--- src/hdl/nspc_cfg.svh ---
// Constants for the non-secure permission control register block
`ifndef NSPC_CFG_SVH
`define NSPC_CFG_SVH

// Coprocessor numbers
`define NSPC_COP_SYSCTRL    4'hf
`define NSPC_COP_DEBUG      4'he
`define NSPC_COP_FP_LO      4'ha
`define NSPC_COP_FP_HI      4'hb

// Register selectors: opcode1, primary, secondary, opcode2
`define NSPC_SEL_OPC1       3'h0
`define NSPC_SEL_CRN        4'h1
`define NSPC_SEL_CRM        4'h1
`define NSPC_SEL_OPC2       3'h2
`define NSPC_AUX_CRM        4'h0
`define NSPC_AUX_OPC2       3'h1
`define NSPC_COPROC_ACCESS_REGISTER_CRM      4'h0
`define NSPC_COPROC_ACCESS_REGISTER_OPC2     3'h2
`define NSPC_PRELOAD_CRN    4'hb

// Field positions of the permission register
`define NSPC_BIT_COH        18
`define NSPC_BIT_TLB        17
`define NSPC_BIT_PLE        16
`define NSPC_BIT_SIMD       15
`define NSPC_BIT_FPREG      14
`define NSPC_BIT_COP11      11
`define NSPC_BIT_COP10      10

// Field positions of the coprocessor access register
`define NSPC_CPA_SIMD       31
`define NSPC_CPA_FPREG      30
`define NSPC_CPA_COP11_HI   23
`define NSPC_CPA_COP11_LO   22
`define NSPC_CPA_COP10_HI   21
`define NSPC_CPA_COP10_LO   20

// Reset value of every permission bit
`define NSPC_RESET_BIT      1'b0

`endif

--- src/hdl/nspc_pkg.sv ---
// Types shared by the non-secure permission control block
package nspc_pkg;

  // Which register or coprocessor a transfer targets
  typedef enum logic [2:0] {
    NSPC_TGT_OTHER = 3'h0,
    NSPC_TGT_PERM  = 3'h1,
    NSPC_TGT_AUX   = 3'h3,
    NSPC_TGT_COPROC_ACCESS_REGISTER = 3'h2,
    NSPC_TGT_PRE   = 3'h6,
    NSPC_TGT_FP_LO = 3'h7,
    NSPC_TGT_FP_HI = 3'h5
  } nspc_target_t;

  // Whole state of the block
  typedef struct packed {
    logic        coh;
    logic        tlb;
    logic        ns_preload_permit;
    logic        simd;
    logic        fpreg;
    logic        cop11;
    logic        cop10;
    logic        done;
    logic        undef;
    logic        aux_we;
    logic        aux_all;
    logic [31:0] rdata;
  } nspc_state_t;

endpackage

--- src/hdl/nspc_ctrl.sv ---
// Non-secure permission control register and its access checks
//
// Behaviour
// - Register accessible only from privileged processor modes.
// - Secure state reads and writes; Non-secure state reads only, writes ignored.
// - Debug and system control coprocessor permissions are never changed here.
// - Coherency permit 0: Non-secure auxiliary write traps, coherency bit unchanged.
// - Coherency permit 1: Non-secure auxiliary write updates only the coherency bit.
// - TLB lock permit gates lockable TLB allocation in Non-secure state; reset 0.
// - Preload permit 0: every Non-secure preload register access traps.
// - Preload permit 1 allows Non-secure access; absent engine reads zero, ignores writes.
// - SIMD force 1 pins access register SIMD disable at 1 in Non-secure state.
// - Upper register force 1 pins access register bit at 1 in Non-secure state.
// - Coprocessor 11 permit 0 means Secure only, 1 allows both states.
// - Coprocessor 10 permit 0 means Secure only, 1 allows both states.
// - Non-secure access register fields take effect only as permits allow.
`timescale 1ns/100ps
`include "nspc_cfg.svh"

module nspc_ctrl #(
  parameter bit PRELOAD_PRESENT = 1'b1
) (
  // Clock and reset
  input  wire logic        REF_CLK,
  input  wire logic        SRST,
  // Coprocessor transfer from the core
  input  wire logic        CP_VALID,
  input  wire logic        CP_WRITE,
  input  wire logic [3:0]  CP_NUM,
  input  wire logic [2:0]  CP_OPC1,
  input  wire logic [3:0]  CP_CRN,
  input  wire logic [3:0]  CP_CRM,
  input  wire logic [2:0]  CP_OPC2,
  input  wire logic [31:0] CP_WDATA,
  input  wire logic        CORE_SECURE,
  input  wire logic        CORE_PRIV,
  // Answer to the core
  output logic             CP_DONE,
  output logic             CP_UNDEF,
  output logic [31:0]      CP_RDATA,
  // Auxiliary control register write strobe
  output logic             AUX_WRITE_EN,
  output logic             AUX_WRITE_ALL,
  // Permission levels to the rest of the core
  output logic             NS_COHERENCY_WRITE_PERMIT,
  output logic             NS_TLB_LOCK_PERMIT,
  output logic             NS_PRELOAD_PERMIT,
  output logic             NS_SIMD_DISABLE_FORCE,
  output logic             NS_UPPER_FPREG_DISABLE_FORCE,
  output logic             NS_COP11_PERMIT,
  output logic             NS_COP10_PERMIT,
  // Coprocessor access register gating for the current state
  output logic [31:0]      COPROC_ACCESS_REGISTER_WRITE_MASK,
  output logic [31:0]      COPROC_ACCESS_REGISTER_READ_SET,
  output logic [31:0]      COPROC_ACCESS_REGISTER_READ_CLEAR
);

  nspc_pkg::nspc_state_t  st;
  nspc_pkg::nspc_state_t  next_st;
  nspc_pkg::nspc_target_t tgt;
  logic                   ns;
  logic                   trap;
  logic [31:0]            perm_word;

  // Permits restrict Non-secure state only; Secure state is never gated
  assign ns = ~CORE_SECURE;

  // Target decode; coprocessors 14 and 15 other than our selectors pass untouched
  always_comb begin
    tgt = nspc_pkg::NSPC_TGT_OTHER;
    if (CP_NUM == `NSPC_COP_FP_LO) begin
      tgt = nspc_pkg::NSPC_TGT_FP_LO;
    end else if (CP_NUM == `NSPC_COP_FP_HI) begin
      tgt = nspc_pkg::NSPC_TGT_FP_HI;
    end else if (CP_NUM != `NSPC_COP_SYSCTRL) begin
      tgt = nspc_pkg::NSPC_TGT_OTHER;
    end else if (CP_CRN == `NSPC_PRELOAD_CRN) begin
      tgt = nspc_pkg::NSPC_TGT_PRE;
    end else if (CP_OPC1 != `NSPC_SEL_OPC1 || CP_CRN != `NSPC_SEL_CRN) begin
      tgt = nspc_pkg::NSPC_TGT_OTHER;
    end else if (CP_CRM == `NSPC_SEL_CRM && CP_OPC2 == `NSPC_SEL_OPC2) begin
      tgt = nspc_pkg::NSPC_TGT_PERM;
    end else if (CP_CRM == `NSPC_AUX_CRM && CP_OPC2 == `NSPC_AUX_OPC2) begin
      tgt = nspc_pkg::NSPC_TGT_AUX;
    end else if (CP_CRM == `NSPC_COPROC_ACCESS_REGISTER_CRM && CP_OPC2 == `NSPC_COPROC_ACCESS_REGISTER_OPC2) begin
      tgt = nspc_pkg::NSPC_TGT_COPROC_ACCESS_REGISTER;
    end
  end

  // Trap decision for the transfer in flight
  always_comb begin
    trap = 1'b0;
    case (tgt)
      nspc_pkg::NSPC_TGT_PERM:  trap = ~CORE_PRIV;
      nspc_pkg::NSPC_TGT_AUX:   trap = ns & CP_WRITE & ~st.coh;
      nspc_pkg::NSPC_TGT_PRE:   trap = ns & ~st.ns_preload_permit;
      nspc_pkg::NSPC_TGT_FP_LO: trap = ns & ~st.cop10;
      nspc_pkg::NSPC_TGT_FP_HI: trap = ns & ~st.cop11;
      default:                  trap = 1'b0;
    endcase
  end

  // Read image; reserved ranges are zero
  always_comb begin
    perm_word                   = 32'h0000_0000;
    perm_word[`NSPC_BIT_COH]    = st.coh;
    perm_word[`NSPC_BIT_TLB]    = st.tlb;
    perm_word[`NSPC_BIT_PLE]    = st.ns_preload_permit;
    perm_word[`NSPC_BIT_SIMD]   = st.simd;
    perm_word[`NSPC_BIT_FPREG]  = st.fpreg;
    perm_word[`NSPC_BIT_COP11]  = st.cop11;
    perm_word[`NSPC_BIT_COP10]  = st.cop10;
  end

  always_comb begin
    next_st         = st;
    next_st.done    = CP_VALID;
    next_st.undef   = CP_VALID & trap;
    next_st.aux_we  = 1'b0;
    next_st.aux_all = 1'b0;
    next_st.rdata   = 32'h0000_0000;
    if (CP_VALID && !trap) begin
      if (tgt == nspc_pkg::NSPC_TGT_PERM && !CP_WRITE) begin
        next_st.rdata = perm_word;
      end
      // Non-secure writes acknowledged but dropped
      if (tgt == nspc_pkg::NSPC_TGT_PERM && CP_WRITE && CORE_SECURE) begin
        next_st.coh   = CP_WDATA[`NSPC_BIT_COH];
        next_st.tlb   = CP_WDATA[`NSPC_BIT_TLB];
        next_st.ns_preload_permit   = CP_WDATA[`NSPC_BIT_PLE] & PRELOAD_PRESENT;
        next_st.simd  = CP_WDATA[`NSPC_BIT_SIMD];
        next_st.fpreg = CP_WDATA[`NSPC_BIT_FPREG];
        next_st.cop11 = CP_WDATA[`NSPC_BIT_COP11];
        next_st.cop10 = CP_WDATA[`NSPC_BIT_COP10];
      end
      // Non-secure aux write may touch only the coherency bit
      if (tgt == nspc_pkg::NSPC_TGT_AUX && CP_WRITE) begin
        next_st.aux_we  = 1'b1;
        next_st.aux_all = CORE_SECURE;
      end
    end
    // Reset last, so a transfer offered during it is dropped
    if (SRST) begin
      next_st.coh     = `NSPC_RESET_BIT;
      next_st.tlb     = `NSPC_RESET_BIT;
      next_st.ns_preload_permit     = `NSPC_RESET_BIT;
      next_st.simd    = `NSPC_RESET_BIT;
      next_st.fpreg   = `NSPC_RESET_BIT;
      next_st.cop11   = `NSPC_RESET_BIT;
      next_st.cop10   = `NSPC_RESET_BIT;
      next_st.done    = 1'b0;
      next_st.undef   = 1'b0;
      next_st.aux_we  = 1'b0;
      next_st.aux_all = 1'b0;
      next_st.rdata   = 32'h0000_0000;
    end
  end

  always_ff @(posedge REF_CLK) begin
    st <= next_st;
  end

  // Answer is registered: the core sees it one edge after the request
  assign CP_DONE       = st.done;
  assign CP_UNDEF      = st.undef;
  assign CP_RDATA      = st.rdata;
  assign AUX_WRITE_EN  = st.aux_we;
  assign AUX_WRITE_ALL = st.aux_all;

  assign NS_COHERENCY_WRITE_PERMIT    = st.coh;
  assign NS_TLB_LOCK_PERMIT           = st.tlb;
  assign NS_PRELOAD_PERMIT            = st.ns_preload_permit;
  assign NS_SIMD_DISABLE_FORCE        = st.simd;
  assign NS_UPPER_FPREG_DISABLE_FORCE = st.fpreg;
  assign NS_COP11_PERMIT              = st.cop11;
  assign NS_COP10_PERMIT              = st.cop10;

  // Access register gating; a field without permit reads as denied in Non-secure state
  always_comb begin
    COPROC_ACCESS_REGISTER_WRITE_MASK = 32'h0000_0000;
    COPROC_ACCESS_REGISTER_READ_SET   = 32'h0000_0000;
    COPROC_ACCESS_REGISTER_READ_CLEAR = 32'h0000_0000;
    COPROC_ACCESS_REGISTER_WRITE_MASK[`NSPC_CPA_SIMD]  = CORE_SECURE | ~st.simd;
    COPROC_ACCESS_REGISTER_WRITE_MASK[`NSPC_CPA_FPREG] = CORE_SECURE | ~st.fpreg;
    COPROC_ACCESS_REGISTER_READ_SET[`NSPC_CPA_SIMD]    = ns & st.simd;
    COPROC_ACCESS_REGISTER_READ_SET[`NSPC_CPA_FPREG]   = ns & st.fpreg;
    COPROC_ACCESS_REGISTER_WRITE_MASK[`NSPC_CPA_COP11_HI:`NSPC_CPA_COP11_LO] =
      {2{CORE_SECURE | st.cop11}};
    COPROC_ACCESS_REGISTER_WRITE_MASK[`NSPC_CPA_COP10_HI:`NSPC_CPA_COP10_LO] =
      {2{CORE_SECURE | st.cop10}};
    COPROC_ACCESS_REGISTER_READ_CLEAR[`NSPC_CPA_COP11_HI:`NSPC_CPA_COP11_LO] = {2{ns & ~st.cop11}};
    COPROC_ACCESS_REGISTER_READ_CLEAR[`NSPC_CPA_COP10_HI:`NSPC_CPA_COP10_LO] = {2{ns & ~st.cop10}};
  end

  logic perm_acc;
  assign perm_acc = CP_VALID && tgt == nspc_pkg::NSPC_TGT_PERM;
endmodule

--- config.mk ---
export PLATFORM = sky130hd
export DESIGN_NAME = nspc_ctrl
export DESIGN_NICKNAME = d
export VERILOG_FILES = /design/src/hdl/nspc_pkg.sv /design/src/hdl/nspc_ctrl.sv
export VERILOG_INCLUDE_DIRS = /design/src /design/src/hdl
export SDC_FILE = /design/constraint.sdc
export NUM_CORES = 1
export LEC_CHECK = 0
export ABC_AREA = 1
export ABC_CLOCK_PERIOD_IN_PS = 1800
export BUFFER_PORTS_ARGS = -buffer_cell sky130_fd_sc_hd__buf_2
export CAP_MARGIN = 20
export CORE_AREA = 2 2 76 78
export DETAILED_ROUTE_END_ITERATION = 8
export DIE_AREA = 0 0 78 80
export PLACE_DENSITY = 0.8
export SLEW_MARGIN = 30
export SYNTH_ARGS = -nofsm -noshare
export SYNTH_HDL_FRONTEND = slang
export SYNTH_SLANG_ARGS = --single-unit
--- constraint.sdc ---
create_clock -name REF_CLK -period 1.8 [get_ports REF_CLK]
set_clock_uncertainty 0.2 [all_clocks]
set_input_delay 0.09 -clock REF_CLK [delete_from_list [all_inputs] [get_ports REF_CLK]]
set_output_delay 0.09 -clock REF_CLK [all_outputs]
set_load 0.01 [all_outputs]
==> flow_metrics.py, run 1 <==
metrics = {
    "sta": {
        "rsz0062_at_grt": "true",
        "drv_slew": 0,
        "setup_viol": 0,
        "period_needed_ns": 1.675,
        "hold_viol_final": 0,
        "finalCritPeriodShare_pct": 93.05,
        "setup_tns_ns": 0,
        "hold_slack_ns": 0.1047,
        "fmax_mhz": 597.1,
    },
    "grt": {
        "grt_pass1_vias": 1243,
        "grt_max_degree": 15,
        "groute.usage.overall_pct": 10.05,
        "grt_pass1_wl_mm": 5.099,
        "gr-total-overflow": 0,
        "antenna_found_initial": 0,
    },
    "drt": {
        "dr.pass1.iters": 4,
        "drt-vias-per-instance": 3.583,
        "drtIter0Drc": 62,
        "avgRoutedWirePerCell_um": 8.724,
        "wl_mm": 3.638,
        "drc": 0,
        "vias": 1494,
        "ant_nets": 0,
    },
    "setup_path": {
        "path_class": "flop to flop",
        "r2r_start": "NS_COP11_PERMIT",
        "worstRegToRegCells": 12,
        "cp.arrival_ns": 1.66,
        "critPathMaxFanout": 7,
        "crit_required_ns": 1.79,
        "worst_r2r_endpoint": "NS_UPPER_FPREG_DISABLE_FORCE",
        "endpoint_kind": "flop",
        "worstSetupStartpointType": "flop",
        "r2r_slack_ns": 0.13,
    },
    "yosys": {
        "ys_seq_area_share_pct": 19.11,
        "synth_area_leaders": "buf_4 45%, dfxtp_1 19%, inv_1 6.2%, nand2_1 5.2%, nor2_1 5.2%",
        "ys.flop_type": "dfxtp_1",
        "synth_common_cells": "113 x buf_4, 31 x inv_1, 26 x nand2_1, 26 x nor2_1, 18 x dfxtp_1",
        "synth_seq_cells": 18,
        "yosysMostFrequentCell": "buf_4",
        "yosysTopAreaCell": "buf_4",
        "ys_warn_count": 0,
        "async_flop_share_pct": 0,
        "synth_cell_types": 22,
        "syn_avg_cell_area_sq_um": 6.958,
        "synth_edf_count": 0,
        "yosysTopAreaCellShare_pct": 44.99,
        "netlist_instances": 271,
        "netlist_area_sq_um": 1886,
    },
    "clocking": {
        "cts.sinks": 18,
        "path_clk_slew_ns": 0.06,
        "numCtsBuffers": 3,
        "clk-insertion-delay-late_ns": 0.25,
        "cts_tree": "built",
        "clk_path_buf_depth": 2,
        "h-tree-depth": 1,
        "cts_root_buffer": "clkbuf_8",
    },
    "run_status": {
        "status": "completed",
    },
    "power": {
        "power_density_nw_per_um2": 454.1,
        "vdd_drop_max_mv": 0.2362,
        "p_leak_nw": 1.238,
    },
    "floorplan": {
        "ios": 195,
        "die_x_um": 78,
        "rows": 27,
        "initial_core_util_pct": 34.88,
        "coreArea_sq_um": 5405,
        "dieArea_sq_um": 6240,
        "die_h_um": 80,
    },
    "place": {
        "portBuffers": 60,
        "gp_congestion": 0.7845,
        "dp_hpwl_mm": 2.977,
    },
    "hold_path": {
        "holdPathStages": 5,
        "hp-class": "input port to flop",
        "min_from": "CP_WRITE",
        "whs_endpoint": "AUX_WRITE_EN",
    },
    "final_layout": {
        "syn_to_final_growth_pct": 9.821,
        "num_antenna_cells": 0,
        "drive_gt1_share_pct": 30.72,
        "fillers": 575,
        "nets": 403,
    },
    "job": {
        "cap_viol_max_count": 0,
    },
}
==> worst max-delay path by stage <==
| stage | startpoint | endpoint | slack [ns] | cells after the start |
|---|---|---|---|---|
| 2_1_floorplan | NS_COP11_PERMIT | NS_COHERENCY_WRITE_PERMIT | 0.05 | 11 |
| 3_3_place_gp | CP_CRM[2] | NS_PRELOAD_PERMIT | 0.06 | 14 |
| 3_5_place_dp | CP_CRM[1] | NS_SIMD_DISABLE_FORCE | 0.02 | 12 |
| 4_1_cts | NS_COP11_PERMIT | NS_SIMD_DISABLE_FORCE | 0.08 | 12 |
| 5_1_grt | NS_COP11_PERMIT | CP_RDATA[16] | -0.01 | 9 |
| 6_report | NS_COP11_PERMIT | NS_UPPER_FPREG_DISABLE_FORCE | 0.13 | 12 |
==> critical path: stages, from the launching register on <==
cell	delay [ns]
dfxtp_2	0.34
inv_2	0.05
nand2_2	0.08
inv_2	0.06
nand4_1	0.06
o21ai_1	0.06
o21bai_2	0.19
inv_2	0.09
nand4_4	0.11
clkbuf_16	0.20
nand2_1	0.05
nand2_1	0.04
nor2_1	0.09
==> cells by family after synthesis <==
group / Yosys count / share of synthesized area (%)
buffers and inverters: 150 / 52.75
and+or+nand+nor: 96 / 26.01
other: 1 / 0.1989
DFF: 18 / 19.11
AOI/OAI and AO/OA: 6 / 1.924
==> layout by cell type (no fill, tap or decap), drive strengths merged <==
cell,n
a21oi,1
buf,66
clkbuf,4
conb,109
dfxtp,18
dlygate4sd3,10
inv,36
nand2,33
nand3,8
nand3b,1
nand4,7
nor2,38
nor3,9
o21ai,4
o21bai,1
==> sequential cells by signal (all words and copies together) (netlist names) <==
register                      count
NS_TLB_LOCK_PERMIT                1
NS_COHERENCY_WRITE_PERMIT         1
NS_UPPER_FPREG_DISABLE_FORCE      1
AUX_WRITE_EN                      1
NS_PRELOAD_PERMIT                 1
AUX_WRITE_ALL                     1
CP_RDATA                          7
NS_SIMD_DISABLE_FORCE             1
CP_UNDEF                          1
NS_COP11_PERMIT                   1
CP_DONE                           1
NS_COP10_PERMIT                   1
==> routing by layer <==
metal	vias up	part of all wire [%]	track usage [%]
met5	-	0	0
met4	0	1.5	4.211
met3	8	9.5	2.036
met2	93	52	19.40
met1	646	37	10.51
li1	747	-	-
==> metrics by stage <==
stage / power, mW / setup slack, ns / instance area (sq um) / util (%) / instances
after floorplan: 0.7602 / 0.04794 / 2293 / - / 379
after global placement: 0.6450 / 0.06111 / 1867 / 34.54 / 401
after detailed placement: 0.6490 / 0.02042 / 1867 / 34.54 / 401
after CTS: 0.9345 / 0.08110 / 2008 / 37.15 / 414
after global routing: 0.9939 / -0.009961 / 2071 / 38.31 / 417
final: 0.9404 / 0.1252 / 2071 / 38.31 / 417
==> layout make-up <==
type                    count  area [sq um]  share of cell area, %
multi-input cells         211         958.4                  46.28
repair buffers             77         483.0                  23.32
flip-flops and latches     18         362.8                  17.52
inverters                  36         135.1                  6.526
well taps                  72         90.09                  4.350
clock buffers               3         41.29                  1.994
==> report_power, final <==
group	leakage, nW	internal [mW]	switching [mW]
Sequential	0.146	0.402	0.00157
Clock	0.0216	0.148	0.123
Combinational	1.07	0.0752	0.190
==> repair_timing <==
item / 4_1_cts / 5_1_grt
hold endpoints to repair: 10 / 0
buffers inserted: 0 / 2
hold buffers: 10 / 0
gates resized for setup: 0 / 8
setup endpoints to repair: 0 / 16
No activity file was read; power rests on OpenSTA's default activity.
==> run 2: changes to the inputs <==
==> constraint.sdc (replaced) <==
create_clock -name REF_CLK -period 1.8 [get_ports REF_CLK]
set_clock_uncertainty 0.2 [all_clocks]
set_input_delay 0 -clock REF_CLK [delete_from_list [all_inputs] [get_ports REF_CLK]]
set_output_delay 0 -clock REF_CLK [all_outputs]
set_load 0.01 [all_outputs]
==> run 2 against run 1 <==
The flow now finishes with violations (hold timing). Worst hold slack worse by 0.11 ns. Worst setup slack gained 0.0018 ns. Sequential power barely moved. Clock power about the same. Die area unchanged. Critical path type unchanged. Critical endpoint unchanged.
==> flow_metrics.py, run 2 (synthesized netlist as in run 1, its figures left out) <==
metrics = {
    "run_status": {
        "status": "finished, violations left",
        "violations": "hold timing",
    },
    "setup_path": {
        "r2r_slack_ns": 0.13,
        "critPathMaxFanout": 7,
        "worstSetupStartpointType": "flop",
        "crit_required_ns": 1.79,
        "cp.arrival_ns": 1.66,
        "endpoint_kind": "flop",
        "path_class": "flop to flop",
    },
    "place": {
        "dp_hpwl_mm": 2.990,
        "gp_congestion": 0.7721,
        "dpl_worst_slack_ns": 0.09562,
        "portBuffers": 60,
        "post_dp_cell_area_sq_um": 1852,
    },
    "clocking": {
        "path_clk_slew_ns": 0.06,
        "cts_tree": "built",
        "cts_root_buffer": "clkbuf_8",
        "h-tree-depth": 1,
        "cts.sinks": 18,
        "clk_path_buf_depth": 2,
        "clk-insertion-delay-late_ns": 0.25,
        "numCtsBuffers": 3,
    },
    "grt": {
        "grt_max_degree": 15,
        "antenna_found_initial": 0,
        "gr-total-overflow": 0,
        "grt_pass1_wl_mm": 5.209,
        "groute.usage.overall_pct": 10.20,
        "grt_pass1_vias": 1223,
    },
    "drt": {
        "dr.pass1.iters": 4,
        "drt-vias-per-instance": 3.588,
        "ant_nets": 0,
        "avgRoutedWirePerCell_um": 8.858,
        "drc": 0,
        "wl_mm": 3.676,
        "vias": 1489,
        "drtIter0Drc": 65,
    },
    "final_layout": {
        "finalInstanceArea_sq_um": 2071,
        "nets": 401,
        "drive_gt1_share_pct": 29.74,
        "largest_register_ffs": 7,
        "num_antenna_cells": 0,
        "layout_common_cells": "109 x conb_1, 60 x buf_2, 30 x inv_1",
        "final_common_cell": "conb_1",
        "postLayoutCoreUtil_pct": 38.31,
        "syn_to_final_growth_pct": 9.821,
    },
    "sta": {
        "setup_viol": 0,
        "period_needed_ns": 1.673,
        "fin_ws_ns": 0.1269,
        "hold_slack_ns": -0.002155,
        "fmax_mhz": 597.7,
        "finalCritPeriodShare_pct": 92.95,
        "hold_viol_final": 2,
        "drv_slew": 0,
    },
    "floorplan": {
        "rows": 27,
        "die_x_um": 78,
        "initial_core_util_pct": 34.88,
        "coreArea_sq_um": 5405,
        "ios": 195,
        "die_h_um": 80,
        "dieArea_sq_um": 6240,
    },
    "hold_path": {
        "hp-class": "input port to flop",
    },
    "power": {
        "power_density_nw_per_um2": 455.1,
        "vdd_drop_max_mv": 0.3300,
        "p_leak_nw": 1.232,
    },
    "job": {
        "cap_viol_max_count": 0,
    },
}
run 2: cell count changes in the layout (fill, tap and decap cells not counted), sizes merged:
| cell | before | now |
|---|---|---|
| buf | 66 | 64 |
run 2: metrics by stage:
| stage | hold slack (ns) | TNS, ns | total power [mW] | std cells |
|---|---|---|---|---|
| 3_3_place_gp | 0.01650 | 0 | 0.6429 | 399 |
| 2_1_floorplan | -0.1659 | 0 | 0.7602 | 379 |
| 3_5_place_dp | 0.02344 | 0 | 0.6469 | 399 |
| 4_1_cts | 0.009570 | 0 | 0.9311 | 412 |
| 5_1_grt | 0.03155 | -0.008131 | 1.001 | 415 |
| 6_report | -0.002155 | 0 | 0.9423 | 415 |
run 2: worst paths after layout:
path                                    startpoint                      endpoint  cells past startpoint
worst min register to register  NS_TLB_LOCK_PERMIT                  CP_RDATA[17]                      2
worst max-delay path               NS_COP11_PERMIT  NS_UPPER_FPREG_DISABLE_FORCE                     12
worst min-delay path                      CP_WRITE                  AUX_WRITE_EN                      5
worst max register to register     NS_COP11_PERMIT  NS_UPPER_FPREG_DISABLE_FORCE                     12
run 2: repair_timing:
item,CTS,global route
hold endpoints to repair,10,0
resized for setup,0,9
buffers inserted,0,2
hold buffers,10,0
setup endpoints to repair,0,16
run 2: critical path, cell delays in order, from the launching register on:
cell and delay (ns):
dfxtp_2 0.34, inv_2 0.05, nand2_2 0.08, inv_2 0.06
nand4_1 0.08, o21ai_1 0.07, o21bai_4 0.18, inv_4 0.08
nand4_4 0.10, clkbuf_16 0.20, nand2_1 0.05, nand2_1 0.05
nor2_1 0.08
run 2: where the power goes:
| part | internal, mW | switching (mW) |
|---|---|---|
| registers | 0.402 | 0.00172 |
| clock network | 0.148 | 0.125 |
| logic | 0.0755 | 0.190 |
| total | 0.626 | 0.316 |
run 2: final cells by class:
cell class                      instances  area [sq um]
Tap cell                               72         90.09
Sequential cell                        18         361.6
Fill cell                             590          3334
Multi-Input combinational cell        211         972.2
Timing Repair Buffer                   75         467.9
Inverter                               36         137.6
Clock buffer                            3         41.29
run 2: per-layer routing:
metal	up-vias	wire length (um)	global-route usage, %	share of wire, %
li1	739	-	-	-
met1	655	1287	10.38	35
met2	93	2009	20.43	55
met3	2	360	2.602	9.8
met4	0	20	2.632	0.54
met5	-	0	0	0
